**src/brz_pkg.sv**
```systemverilog
// Purpose: constants and carrier types of the balance rate and zero command block
// Assumes: 250 MHz mclk, APB register access, 32-bit data
// Notes:   rate in milli-values per second, period in whole milliseconds
//
// Overview of operation
// Rate setting paces repeating weight output pulses
// Rate query answers A with configured rate
// Accepted rate setting answers bare A
// Busy device answers I, setting unchanged
// Rate outside 0.1..100 or malformed gives L
// Round to realizable rate, report actual value
// Host baud at least 220 times rate
// Rate persists; default only by command/reset
// Stable zero sets new zero, answers A
// Stable zero answers I on busy/timeout
// Stable zero answers plus/minus outside range
// Power-on zero and ranges never change
// Successful zeroing clears stored tare
// Immediate zero: D if dynamic, S stable
// Immediate zero answers I while busy
// Immediate zero answers plus/minus outside range
// Approved variant refuses immediate zero
// Identification message pending after power-up
// Both ends same baud, bits, parity
// Handshake blocks sending unless disabled
// Codes above 127 need 8-bit framing
// Lines end CR LF, single-space separators
package brz_pkg;
  // ==========================================================
  // Register offsets
  localparam logic [7:0]  ADDR_CMD      = 8'h00;
  localparam logic [7:0]  ADDR_PARAM    = 8'h04;
  localparam logic [7:0]  ADDR_STATUS   = 8'h08;
  localparam logic [7:0]  ADDR_REPLY    = 8'h0C;
  localparam logic [7:0]  ADDR_RATE     = 8'h10;
  localparam logic [7:0]  ADDR_PERIOD   = 8'h14;
  localparam logic [7:0]  ADDR_TARE     = 8'h18;
  localparam logic [7:0]  ADDR_GROSS    = 8'h1C;
  localparam logic [7:0]  ADDR_NET      = 8'h20;
  localparam logic [7:0]  ADDR_LINKCFG  = 8'h24;
  localparam logic [7:0]  ADDR_TXCHAR   = 8'h28;
  localparam logic [7:0]  ADDR_SERIAL   = 8'h2C;
  // ==========================================================
  // Status bit positions
  localparam int ST_BUSY    = 0;
  localparam int ST_REPLY   = 1;
  localparam int ST_IDPEND  = 2;
  localparam int ST_REPEAT  = 3;
  localparam int ST_UNIT    = 4;
  localparam int ST_TXOK    = 5;
  localparam int ST_BAUDLOW = 6;
  localparam int ST_APPROV  = 7;
  localparam int PARAM_BAD  = 31;
  // ==========================================================
  // Reply characters
  localparam logic [7:0] CH_A     = 8'h41;
  localparam logic [7:0] CH_I     = 8'h49;
  localparam logic [7:0] CH_L     = 8'h4C;
  localparam logic [7:0] CH_D     = 8'h44;
  localparam logic [7:0] CH_S     = 8'h53;
  localparam logic [7:0] CH_E     = 8'h45;
  localparam logic [7:0] CH_PLUS  = 8'h2B;
  localparam logic [7:0] CH_MINUS = 8'h2D;
  localparam logic [7:0] CH_SP    = 8'h20;
  localparam logic [7:0] CH_CR    = 8'h0D;
  localparam logic [7:0] CH_LF    = 8'h0A;
  // ==========================================================
  // Rate and timing
  localparam logic [16:0] RATE_MIN_MILLI = 17'd100;
  localparam logic [16:0] RATE_MAX_MILLI = 17'd100000;
  localparam logic [20:0] RATE_NUM       = 21'd1000000;
  localparam logic [13:0] PERIOD_DEFAULT = 14'd100;
  localparam logic [13:0] PERIOD_MIN     = 14'd10;
  localparam logic [13:0] PERIOD_MAX     = 14'd10000;
  localparam int          MCLK_HZ        = 250000000;
  localparam int          TICK_MS_CYCLES = MCLK_HZ / 1000;
  localparam logic [47:0] BAUD_LIMIT     = 48'd250000000000;
  localparam logic [7:0]  BAUD_FACTOR    = 8'd220;
  localparam int          ZERO_TIMEOUT_MS = 3000;
  localparam logic signed [24:0] ZERO_HI = 25'sd100000;
  localparam logic signed [24:0] ZERO_LO = -25'sd20000;
  localparam logic [31:0] SERIAL_DEFAULT = 32'h00000000;
  // ==========================================================
  // Carrier types
  typedef enum logic [3:0] {
    OP_RATE_QUERY, OP_RATE_SET, OP_RATE_DEFAULT, OP_ZERO,
    OP_ZERO_NOW, OP_REPEAT, OP_REPEAT_UNIT, OP_REPEAT_STOP
  } brz_op_t;
  typedef struct packed {
    logic        psel;
    logic        penable;
    logic        pwrite;
    logic [7:0]  paddr;
    logic [31:0] pwdata;
  } brz_apb_req_t;
  typedef struct packed {
    logic [31:0] prdata;
    logic        pready;
    logic        pslverr;
  } brz_apb_rsp_t;
  typedef struct packed {
    logic signed [23:0] rawWeight;
    logic               stable;
    logic               busyOther;
  } brz_scale_t;
endpackage : brz_pkg

```
**src/brz_rate_zero.sv**
```systemverilog
// Purpose: rate setting, zeroing and status replies behind an APB slave
// Assumes: firmware parses command text and writes opcode and parameter
// Notes:   one wait state on every APB access
//
// Design decisions made here: the APB interface to the registers and the placing of the registers.
`timescale 1ns/1ns
module brz_rate_zero
#(
  parameter int TICK_CYCLES = brz_pkg::TICK_MS_CYCLES,
  parameter int ZERO_TMO_MS = brz_pkg::ZERO_TIMEOUT_MS
)
(
  input  wire logic                  mclk,
  input  wire logic                  resetn,
  input  wire brz_pkg::brz_apb_req_t apbReq,
  output      brz_pkg::brz_apb_rsp_t apbRsp,
  input  wire brz_pkg::brz_scale_t   scaleIn,
  input  wire logic                  ctsPin,
  input  wire logic                  approvedPin,
  input  wire logic [13:0]           storedPeriod,
  input  wire logic                  storedValid,
  input  wire logic                  paramReset,
  output      logic                  persistWr,
  output      logic [13:0]           persistPeriod,
  output      logic                  repeatPulse,
  output      logic                  repeatUnit,
  output      logic                  txPermit,
  output      logic signed [23:0]    grossWeight,
  output      logic signed [23:0]    netWeight
);
  import brz_pkg::*;

  // ==========================================================
  // State
  typedef enum logic [2:0] {S_LOAD, S_IDLE, S_DIV_PER, S_DIV_RATE, S_ZERO_WAIT} brz_fsm_t;
  typedef struct packed {
    brz_fsm_t           fsm;
    brz_apb_rsp_t       rsp;
    logic [31:0]        param;
    logic               replyQuiet;
    logic [7:0]         replyChar;
    logic               replyValid;
    logic [2:0]         txIdx;
    logic               idPend;
    logic [16:0]        rateMilli;
    logic [13:0]        period;
    logic [20:0]        divNum;
    logic [20:0]        divRem;
    logic [20:0]        divQuo;
    logic [4:0]         divCnt;
    logic signed [23:0] tare;
    logic signed [23:0] workZero;
    logic signed [23:0] powerZero;
    logic               powerZeroOk;
    logic [15:0]        baudDiv;
    logic               eightBit;
    logic [1:0]         parity;
    logic               hsEn;
    logic               baudLow;
    logic [2:0]         ctsSync;
    logic               ctsLevel;
    logic [2:0]         apvSync;
    logic               approved;
    logic [17:0]        tickCnt;
    logic [13:0]        msCnt;
    logic [13:0]        zeroMs;
    logic               repeatOn;
    logic               unit;
    logic               pulse;
    logic               persistWr;
    logic               txPermit;
    logic signed [23:0] gross;
    logic signed [23:0] net;
  } brz_state_t;

  brz_state_t s_reg;
  brz_state_t s_next;

  // ==========================================================
  // Helpers
  function automatic logic [8:0] frameChar(input logic [7:0] c, input logic eight);
    frameChar = eight ? {1'b0, c} : {c[7], 1'b0, c[6:0]};
  endfunction : frameChar

  function automatic logic [1:0] rangeCheck(input logic signed [24:0] d);
    rangeCheck = {d > ZERO_HI, d < ZERO_LO};
  endfunction : rangeCheck

  logic               apbAccess;
  logic               apbWrite;
  logic               apbRead;
  logic [31:0]        readMux;
  logic               mapped;
  logic               tickNow;
  logic signed [24:0] zeroDiff;
  logic [1:0]         zeroRange;
  logic [47:0]        baudNeed;
  logic [7:0]         txSeq;
  logic [20:0]        remShift;
  logic [8:0]         txFramed;
  brz_op_t            op;

  // ==========================================================
  // Next state
  always_comb
  begin
    s_next    = s_reg;
    apbAccess = apbReq.psel & apbReq.penable & s_reg.rsp.pready;
    apbWrite  = apbAccess & apbReq.pwrite;
    apbRead   = apbAccess & ~apbReq.pwrite;
    op        = brz_op_t'(apbReq.pwdata[3:0]);
    tickNow   = s_reg.tickCnt == 18'(TICK_CYCLES - 1);
    zeroDiff  = 25'(scaleIn.rawWeight) - 25'(s_reg.powerZero);
    zeroRange = rangeCheck(zeroDiff);
    baudNeed  = 48'(s_reg.baudDiv) * 48'(BAUD_FACTOR) * 48'(s_reg.rateMilli);
    remShift  = {s_reg.divRem[19:0], s_reg.divNum[20]};
    case (s_reg.txIdx)
      3'd0:    txSeq = CH_SP;
      3'd1:    txSeq = s_reg.replyChar;
      3'd2:    txSeq = CH_CR;
      default: txSeq = CH_LF;
    endcase
    txFramed = frameChar(txSeq, s_reg.eightBit);
    mapped   = 1'b1;
    case (apbReq.paddr)
      ADDR_CMD:     readMux = 32'h00000000;
      ADDR_PARAM:   readMux = s_reg.param;
      ADDR_STATUS:  readMux = {24'h000000, s_reg.approved, s_reg.baudLow, s_reg.txPermit,
                               s_reg.unit, s_reg.repeatOn, s_reg.idPend, s_reg.replyValid,
                               s_reg.fsm != S_IDLE};
      ADDR_REPLY:   readMux = {23'h000000, s_reg.replyValid, s_reg.replyChar};
      ADDR_RATE:    readMux = {15'h0000, s_reg.rateMilli};
      ADDR_PERIOD:  readMux = {18'h00000, s_reg.period};
      ADDR_TARE:    readMux = 32'(s_reg.tare);
      ADDR_GROSS:   readMux = 32'(s_reg.gross);
      ADDR_NET:     readMux = 32'(s_reg.net);
      ADDR_LINKCFG: readMux = {12'h000, s_reg.hsEn, s_reg.parity, s_reg.eightBit, s_reg.baudDiv};
      ADDR_TXCHAR:  readMux = {21'h000000, s_reg.replyValid & (s_reg.txIdx < 3'd4),
                               txFramed[8], 1'b0, txFramed[7:0]};
      ADDR_SERIAL:  readMux = SERIAL_DEFAULT;
      default:
      begin
        readMux = 32'h00000000;
        mapped  = 1'b0;
      end
    endcase

    // APB slave, one wait state
    s_next.rsp.pready  = apbReq.psel & apbReq.penable & ~s_reg.rsp.pready;
    s_next.rsp.pslverr = 1'b0;
    if (apbReq.psel & apbReq.penable & ~s_reg.rsp.pready)
    begin
      s_next.rsp.prdata  = apbReq.pwrite ? 32'h00000000 : readMux;
      s_next.rsp.pslverr = ~mapped;
    end

    // Pin synchronisers, change taken when stages two and three agree
    s_next.ctsSync = {s_reg.ctsSync[1:0], ctsPin};
    s_next.apvSync = {s_reg.apvSync[1:0], approvedPin};
    if (s_reg.ctsSync[1] == s_reg.ctsSync[2])
      s_next.ctsLevel = s_reg.ctsSync[2];
    if (s_reg.apvSync[1] == s_reg.apvSync[2])
      s_next.approved = s_reg.apvSync[2];
    s_next.txPermit = ~s_reg.hsEn | s_reg.ctsLevel;
    s_next.baudLow  = baudNeed > BAUD_LIMIT;

    // Working weights; power-on zero taken once only
    if (!s_reg.powerZeroOk)
    begin
      s_next.powerZero   = scaleIn.rawWeight;
      s_next.workZero    = scaleIn.rawWeight;
      s_next.powerZeroOk = 1'b1;
    end
    s_next.gross = scaleIn.rawWeight - s_reg.workZero;
    s_next.net   = scaleIn.rawWeight - s_reg.workZero - s_reg.tare;

    // Millisecond tick and repeat pacing
    s_next.tickCnt = tickNow ? 18'h00000 : s_reg.tickCnt + 18'h00001;
    s_next.pulse   = 1'b0;
    if (tickNow)
    begin
      if (s_reg.msCnt >= s_reg.period - 14'h0001)
      begin
        s_next.msCnt = 14'h0000;
        s_next.pulse = s_reg.repeatOn;
      end
      else
        s_next.msCnt = s_reg.msCnt + 14'h0001;
    end

    // Register writes
    s_next.persistWr = 1'b0;
    if (apbWrite)
    begin
      case (apbReq.paddr)
        ADDR_PARAM:   s_next.param = apbReq.pwdata;
        ADDR_TARE:    s_next.tare  = apbReq.pwdata[23:0];
        ADDR_LINKCFG:
        begin
          s_next.baudDiv  = apbReq.pwdata[15:0];
          s_next.eightBit = apbReq.pwdata[16];
          s_next.parity   = apbReq.pwdata[18:17];
          s_next.hsEn     = apbReq.pwdata[19];
        end
        ADDR_STATUS:
        begin
          if (apbReq.pwdata[ST_IDPEND])
            s_next.idPend = 1'b0;
          if (apbReq.pwdata[ST_REPLY])
            s_next.replyValid = 1'b0;
        end
        default: s_next.param = s_reg.param;
      endcase
    end
    if (apbRead && apbReq.paddr == ADDR_TXCHAR && s_reg.replyValid && s_reg.txIdx < 3'd4)
      s_next.txIdx = s_reg.txIdx + 3'd1;

    // Command engine
    case (s_reg.fsm)
      S_LOAD:
      begin
        if (storedValid && storedPeriod >= PERIOD_MIN && storedPeriod <= PERIOD_MAX)
          s_next.period = storedPeriod;
        else
          s_next.period = PERIOD_DEFAULT;
        s_next.replyQuiet = 1'b1;
        s_next.divNum     = RATE_NUM + 21'(s_next.period >> 1);
        s_next.divRem     = 21'h000000;
        s_next.divCnt     = 5'd0;
        s_next.fsm        = S_DIV_RATE;
      end
      S_DIV_PER, S_DIV_RATE:
      begin
        s_next.divNum = {s_reg.divNum[19:0], 1'b0};
        if (remShift >= (s_reg.fsm == S_DIV_PER ? 21'(s_reg.param[16:0]) : 21'(s_reg.period)))
        begin
          s_next.divRem = remShift - (s_reg.fsm == S_DIV_PER ? 21'(s_reg.param[16:0])
                                                               : 21'(s_reg.period));
          s_next.divQuo = {s_reg.divQuo[19:0], 1'b1};
        end
        else
        begin
          s_next.divRem = remShift;
          s_next.divQuo = {s_reg.divQuo[19:0], 1'b0};
        end
        s_next.divCnt = s_reg.divCnt + 5'd1;
        if (s_reg.divCnt == 5'd20)
        begin
          s_next.divRem = 21'h000000;
          s_next.divCnt = 5'd0;
          if (s_reg.fsm == S_DIV_PER)
          begin
            s_next.period        = s_next.divQuo[13:0];
            s_next.persistWr     = 1'b1;
            s_next.divNum        = RATE_NUM + 21'(s_next.divQuo[13:1]);
            s_next.fsm           = S_DIV_RATE;
          end
          else
          begin
            s_next.rateMilli = s_next.divQuo[16:0];
            s_next.fsm       = S_IDLE;
            if (!s_reg.replyQuiet)
            begin
              s_next.replyChar  = CH_A;
              s_next.replyValid = 1'b1;
              s_next.txIdx      = 3'd0;
            end
          end
        end
      end
      S_ZERO_WAIT:
      begin
        if (tickNow)
          s_next.zeroMs = s_reg.zeroMs + 14'h0001;
        if (scaleIn.busyOther || (tickNow && s_reg.zeroMs == 14'(ZERO_TMO_MS - 1)))
        begin
          s_next.replyChar = CH_I;
          s_next.fsm       = S_IDLE;
        end
        else if (scaleIn.stable)
        begin
          s_next.fsm = S_IDLE;
          if (zeroRange[1])
            s_next.replyChar = CH_PLUS;
          else if (zeroRange[0])
            s_next.replyChar = CH_MINUS;
          else
          begin
            s_next.workZero  = scaleIn.rawWeight;
            s_next.tare      = 24'sh000000;
            s_next.replyChar = CH_A;
          end
        end
        if (s_next.fsm == S_IDLE)
        begin
          s_next.replyValid = 1'b1;
          s_next.txIdx      = 3'd0;
        end
      end
      default:
      begin
        if (paramReset)
        begin
          s_next.param[16:0] = 17'h00000;
          s_next.period      = PERIOD_DEFAULT;
          s_next.persistWr   = 1'b1;
          s_next.replyQuiet  = 1'b1;
          s_next.divNum      = RATE_NUM + 21'(PERIOD_DEFAULT >> 1);
          s_next.fsm         = S_DIV_RATE;
        end
      end
    endcase

    // New command: busy engine answers I and changes nothing
    if (apbWrite && apbReq.paddr == ADDR_CMD)
    begin
      s_next.replyValid = 1'b1;
      s_next.txIdx      = 3'd0;
      if (s_reg.fsm != S_IDLE || paramReset)
        s_next.replyChar = CH_I;
      else
      begin
        s_next.replyQuiet = 1'b0;
        s_next.replyValid = 1'b0;
        case (op)
          OP_RATE_QUERY:
          begin
            s_next.replyChar  = CH_A;
            s_next.replyValid = 1'b1;
          end
          OP_RATE_SET:
          begin
            s_next.replyValid = 1'b1;
            if (scaleIn.busyOther)
              s_next.replyChar = CH_I;
            else if (s_reg.param[PARAM_BAD] || s_reg.param[30:17] != 14'h0000
                     || s_reg.param[16:0] < RATE_MIN_MILLI
                     || s_reg.param[16:0] > RATE_MAX_MILLI)
              s_next.replyChar = CH_L;
            else
            begin
              s_next.replyValid = 1'b0;
              s_next.divNum     = RATE_NUM + 21'(s_reg.param[16:1]);
              s_next.divRem     = 21'h000000;
              s_next.divCnt     = 5'd0;
              s_next.fsm        = S_DIV_PER;
            end
          end
          OP_RATE_DEFAULT:
          begin
            s_next.period    = PERIOD_DEFAULT;
            s_next.persistWr = 1'b1;
            s_next.divNum    = RATE_NUM + 21'(PERIOD_DEFAULT >> 1);
            s_next.divRem    = 21'h000000;
            s_next.divCnt    = 5'd0;
            s_next.fsm       = S_DIV_RATE;
          end
          OP_ZERO:
          begin
            if (scaleIn.busyOther)
            begin
              s_next.replyChar  = CH_I;
              s_next.replyValid = 1'b1;
            end
            else
            begin
              s_next.zeroMs = 14'h0000;
              s_next.fsm    = S_ZERO_WAIT;
            end
          end
          OP_ZERO_NOW:
          begin
            s_next.replyValid = 1'b1;
            if (s_reg.approved)
              s_next.replyChar = CH_E;
            else if (scaleIn.busyOther)
              s_next.replyChar = CH_I;
            else if (zeroRange[1])
              s_next.replyChar = CH_PLUS;
            else if (zeroRange[0])
              s_next.replyChar = CH_MINUS;
            else
            begin
              s_next.workZero  = scaleIn.rawWeight;
              s_next.tare      = 24'sh000000;
              s_next.replyChar = scaleIn.stable ? CH_S : CH_D;
            end
          end
          OP_REPEAT, OP_REPEAT_UNIT:
          begin
            s_next.repeatOn   = 1'b1;
            s_next.unit       = (op == OP_REPEAT_UNIT);
            s_next.msCnt      = 14'h0000;
            s_next.replyChar  = CH_A;
            s_next.replyValid = 1'b1;
          end
          OP_REPEAT_STOP:
          begin
            s_next.repeatOn   = 1'b0;
            s_next.replyChar  = CH_A;
            s_next.replyValid = 1'b1;
          end
          default:
          begin
            s_next.replyChar  = CH_E;
            s_next.replyValid = 1'b1;
          end
        endcase
      end
    end
  end

  // ==========================================================
  // Registers
  always_ff @(posedge mclk or negedge resetn)
  begin
    if (!resetn)
    begin
      s_reg        <= '0;
      s_reg.fsm    <= S_LOAD;
      s_reg.idPend <= 1'b1;
      s_reg.period <= PERIOD_DEFAULT;
      s_reg.eightBit <= 1'b1;
    end
    else
      s_reg <= s_next;
  end

  // ==========================================================
  // Outputs
  assign apbRsp        = s_reg.rsp;
  assign persistWr     = s_reg.persistWr;
  assign persistPeriod = s_reg.period;
  assign repeatPulse   = s_reg.pulse;
  assign repeatUnit    = s_reg.unit;
  assign txPermit      = s_reg.txPermit;
  assign grossWeight   = s_reg.gross;
  assign netWeight     = s_reg.net;
endmodule : brz_rate_zero

```
**config.mk**
```make
export PLATFORM = sky130hd
export DESIGN_NAME = brz_rate_zero
export DESIGN_NICKNAME = d
export VERILOG_FILES = /design/src/brz_pkg.sv /design/src/brz_rate_zero.sv
export SDC_FILE = /design/constraint.sdc
export NUM_CORES = 2
export LEC_CHECK = 0
export ABC_CLOCK_PERIOD_IN_PS = 17200
export BUFFER_PORTS_ARGS = -buffer_cell sky130_fd_sc_hd__buf_2
export CAP_MARGIN = 10
export CORE_MARGIN = 2
export CORE_UTILIZATION = 55
export CTS_CLUSTER_SIZE = 20
export DETAILED_ROUTE_END_ITERATION = 10
export MAX_ROUTING_LAYER = met4
export PLACE_DENSITY = 0.73
export SLEW_MARGIN = 30
export SYNTH_ARGS = -nofsm -noshare
export SYNTH_HDL_FRONTEND = slang
export SYNTH_SLANG_ARGS = --single-unit
export TNS_END_PERCENT = 100
```
**constraint.sdc**
```tcl
create_clock -name mclk -period 17.2 [get_ports mclk]
set_input_delay 0.86 -clock mclk [delete_from_list [all_inputs] [get_ports mclk]]
set_output_delay 0.86 -clock mclk [all_outputs]
set_load 0.005 [all_outputs]
```
# Word-level counts from Yosys, hierarchy flattened
# Index checks and enable logic that the tools add are counted.
# word_totals
register_bits	382
latch_bits	0
ram_bits	0
mem_bits_ro	0
input_bits	89
elab_cells	248
memories	0
# classes
addsub	13
n_mul	2
div	0
n_lt_le_gt_ge	10
eq_ne	30
n_shift	0
muxes	109
bitwise_logic	13
n_reduce_logical	31
# op_table
operator	n
$mux W48	10
$pmux W32 S10	1
$mux W42	4
$mux W56	3
$mux W14	10
$mux W53	2
$pmux W35 S3	1
$pmux W42 S2	1
$mux W35	2
$mux W17	4
$mux W8	8
$mux W30	2
$mux W49	1
$mux W24	2
$sub A24 B24 Y24	2
$pmux W9 S5	1
$add A20 B13 Y21 const A	2
$pmux W21 S2	1
$gt A41 B38 Y1 const B	1
$mul A22 B17 Y39	1
$mux W12	3
$mux W18	2
$mux W3	11
$eq A8 B5 Y1 const B	4
other kinds (61)	129

# Logic depth before layout (Yosys ltp)
# depth
depth_word	16
depth_mapped	44

# Worst setup path before layout
# No wires, ideal clock.
# synth_path
kind	flip-flop to flip-flop
start	register s_reg[112] (netlist bit)
end	register s_reg[107] (netlist bit)
arrival_ps	10313
required_ps	17113
slack_ps	6800
path_stages_with_launch	43
synth_period_minus_slack_ps	10400
cell_sequence	dfrtp_1 clkbuf_1 clkbuf_1 inv_1 fa_1 nor2b_1 ha_1 inv_1 fa_1 nor2b_1 o21ai_0 a21boi_0 o21ai_0 a21boi_0 o21ai_0 a21oi_1 nor2_1 a2111oi_0 [... 7 more ...] fa_1 fa_1 fa_1 inv_1 fa_1 inv_1 ha_1 a21o_1 a21o_1 a21o_1 a41oi_1 o21ai_1 a211oi_1 xnor2_1 o22a_1 o22ai_1 or4_1 o211ai_1
# synth_rtl
item	line_no	source
from (decl)	brz_rate_zero.sv:76	brz_state_t s_reg;
from (signal assigned)	brz_rate_zero.sv:426	s_reg <= s_next;

==> summary.txt <==
clock skew: 0.0166 ns
critical path class: reg -> reg
uppermost layer routed: met4
CP peak stage delay: 0.83 ns
DR vias: 30241
fmax: 83.9 MHz
total core area: 67000 sq um
Worst Tran Pin Value: 0.924 ns
drc violations: 0
Slew Limit Fails: 0
fraction of layout cells with a size suffix above 1: 10.7%
PwrDens: 82.3 nW/um^2
Clock Sinks: 377
Ports: 189
routed wire length: 106000 um
synth top area cells: dfrtp_1 25%, fa_1 18%, ha_1 9.2%
Leakage: 19.6 nW
H-tree depth: 2
Syn Inst Count: 4170
Synth Cell Area: 37200 sq um
Worst setup EP type: flop
Final Instance Area: 39800 sq um
Area Overhead vs Synth: 7.16%
Setup TNS: 0 ns
die area: 69700 sq um
Cell Rows: 95
area leader, netlist: dfrtp_1
first-pass GRT wire length: 167000 um
min-delay worst type: in -> async
type of origin of the critical path: flop
Post-synth EDFFs: 0
largest net degree at the start of global routing: 100
status: finished, final reports clean
Pre-Repair DR Iteration Count: 9
PostCTS Resize Cnt: 0
met2 routed WL: 49300 um
max FFs per register: 252
hold_buf cts: 0
RSZ-0062 raised after global routing: false
Synth Warn #: 0
number of synthesized register bits: 377
Slowest-stage cell, CP: ha_1
Final nets: 4905
CP Max Fanout: 23
Register-to-Register Path Depth: 37
sequential-to-total area share from yosys stat: 25.4%
Worst-path clk slew: 0.07 ns
initial antenna violation count: 14
most used cell, CP: fa_1
post-DP HPWL: 79500 um
average wire per standard cell: 20.6 um
TritonCTS Buffers: 41
clk buf depth: 3
worst hold slack: 0.315 ns
Layout Cells excl Fill: 5117
Peak supply drop: 84.2 uV
1st-iter DRT viols: 2682
final-layout fill cell count: 5916
fraction of registers with async set/reset: 100%
crit path DAT: 12.42 ns
register area: 9450 sq um
DRT met1 WL: 43000 um
Synth cell types: 90
Synth top area share: 25.0%
Most used DFF post-synth: dfrtp_1
Global Route Usage Sum: 31.3%
count leader, synth: nand2_1
final hold vios: 0
Post-synth top cells: 580 x nand2_1, 570 x inv_1, 372 x dfrtp_1
slew margin rel.: 38.0%
port bufs: 188
CTS tree: done
# placed instances: 5031
initial core utilization: 55.5%
FF-to-FF Start: s_reg[112]$_DFFE_PN0P_
Post-DRT Antenna Nets: 0
met3 WL: 8640 um
routability cong.: 0.968
die width: 264 um
Root Driver: clkbuf_16
worst reg2reg path endpoint: s_reg[107]$_DFF_PN0_
# setup viols final: 0
Worst R2R Setup Slack: 5.28 ns
Post CTS Setup Buffer Count: 0
footprint of the multi-input gates: 24400 sq um
clk_lat worst skew: 0.58 ns
drt via density: 5.91
post-placement cell area: 38400 sq um
Mapped Avg Cell Area: 8.92 sq um
vias in the first global route: 29940
crit share post-route: 69.3%
Die H: 264 um
Max Cap Viol: 0
grt total ovfl: 0
crit path time final: 11.92 ns
Post-Syn Nets: 4874
worst path required time: 17.70 ns
## how the worst max path moves through the flow
stage,start,to,slack (ns)
after global placement,s_reg[112]$_DFFE_PN0P_,s_reg[107]$_DFF_PN0_,5.78
after CTS,s_reg[112]$_DFFE_PN0P_,s_reg[107]$_DFF_PN0_,5.43
final,s_reg[112]$_DFFE_PN0P_,s_reg[107]$_DFF_PN0_,5.28
after floorplan,s_reg[112]$_DFFE_PN0P_,s_reg[107]$_DFF_PN0_,6.80
after global routing,s_reg[112]$_DFFE_PN0P_,s_reg[107]$_DFF_PN0_,4.43
after detailed placement,s_reg[112]$_DFFE_PN0P_,s_reg[107]$_DFF_PN0_,5.43
## final cells by class
cell class / count / share of cell area (%)
repair buffers: 244 / 3.52
well taps: 873 / 2.74
multi-input cells: 2967 / 61.1
diodes: 11 / 0.0691
clock inverters: 16 / 0.430
flip-flops and latches: 377 / 23.7
inverters: 570 / 5.37
clock buffers: 59 / 3.03
## cells in the final DEF (no fill, tap or decap), types with 55 or more instances in the layout
master / instances
and2_1: 163
buf_2: 187
o21ai_0: 171
nor2_1: 203
dfrtp_1: 367
mux2_2: 61
nand2_1: 578
fa_1: 342
a21oi_1: 213
nor3_1: 55
xnor2_1: 110
inv_1: 570
ha_1: 273
nand3_1: 70
xor2_1: 57
## report_power, final
group / total [mW] / internal [mW] / switching [mW]
clock: 0.917 / 0.535 / 0.382
combinational: 1.14 / 0.461 / 0.680
sequential: 1.22 / 1.02 / 0.197
total: 3.28 / 2.02 / 1.26
## cells by family after synthesis
| group | count (synthesis) | synth area share, % |
|---|---|---|
| mux | 114 | 3.56 |
| buf+inv | 826 | 9.40 |
| xor+xnor | 172 | 4.09 |
| simple gates | 1313 | 16.6 |
| other cells | 1 | 0.0101 |
| compound gates | 750 | 13.2 |
| fa+ha+maj | 617 | 27.7 |
| flops | 377 | 25.4 |
## metal layers
layer,vias up,global-route usage (%)
met5,-,-
met2,1290,48.9
met4,0,13.3
li1,13827,-
met1,14875,40.1
met3,249,5.64
## critical path: cells and delay by family, from the launching register on
kind,cells,cell delay [ns]
buffers and inverters,3,0.16
AO/OA/AOI/OAI,16,3.79
AND/OR/NAND/NOR,6,1.66
flip-flops,1,0.66
adder cells (fa/ha/maj),11,5.36
XOR/XNOR,1,0.22
## per-stage QoR
step / total power [mW] / worst slack, ns / utilization [%]
finish: 3.28 / 5.28 / 59.4
floorplan: 2.00 / 6.80 / -
detailed placement: 2.35 / 5.43 / 57.3
global placement: 2.32 / 5.78 / 57.2
CTS: 3.27 / 5.43 / 59.4
global route: 3.46 / 4.43 / 59.4
Note: power is estimated with default switching activity, not from simulation.
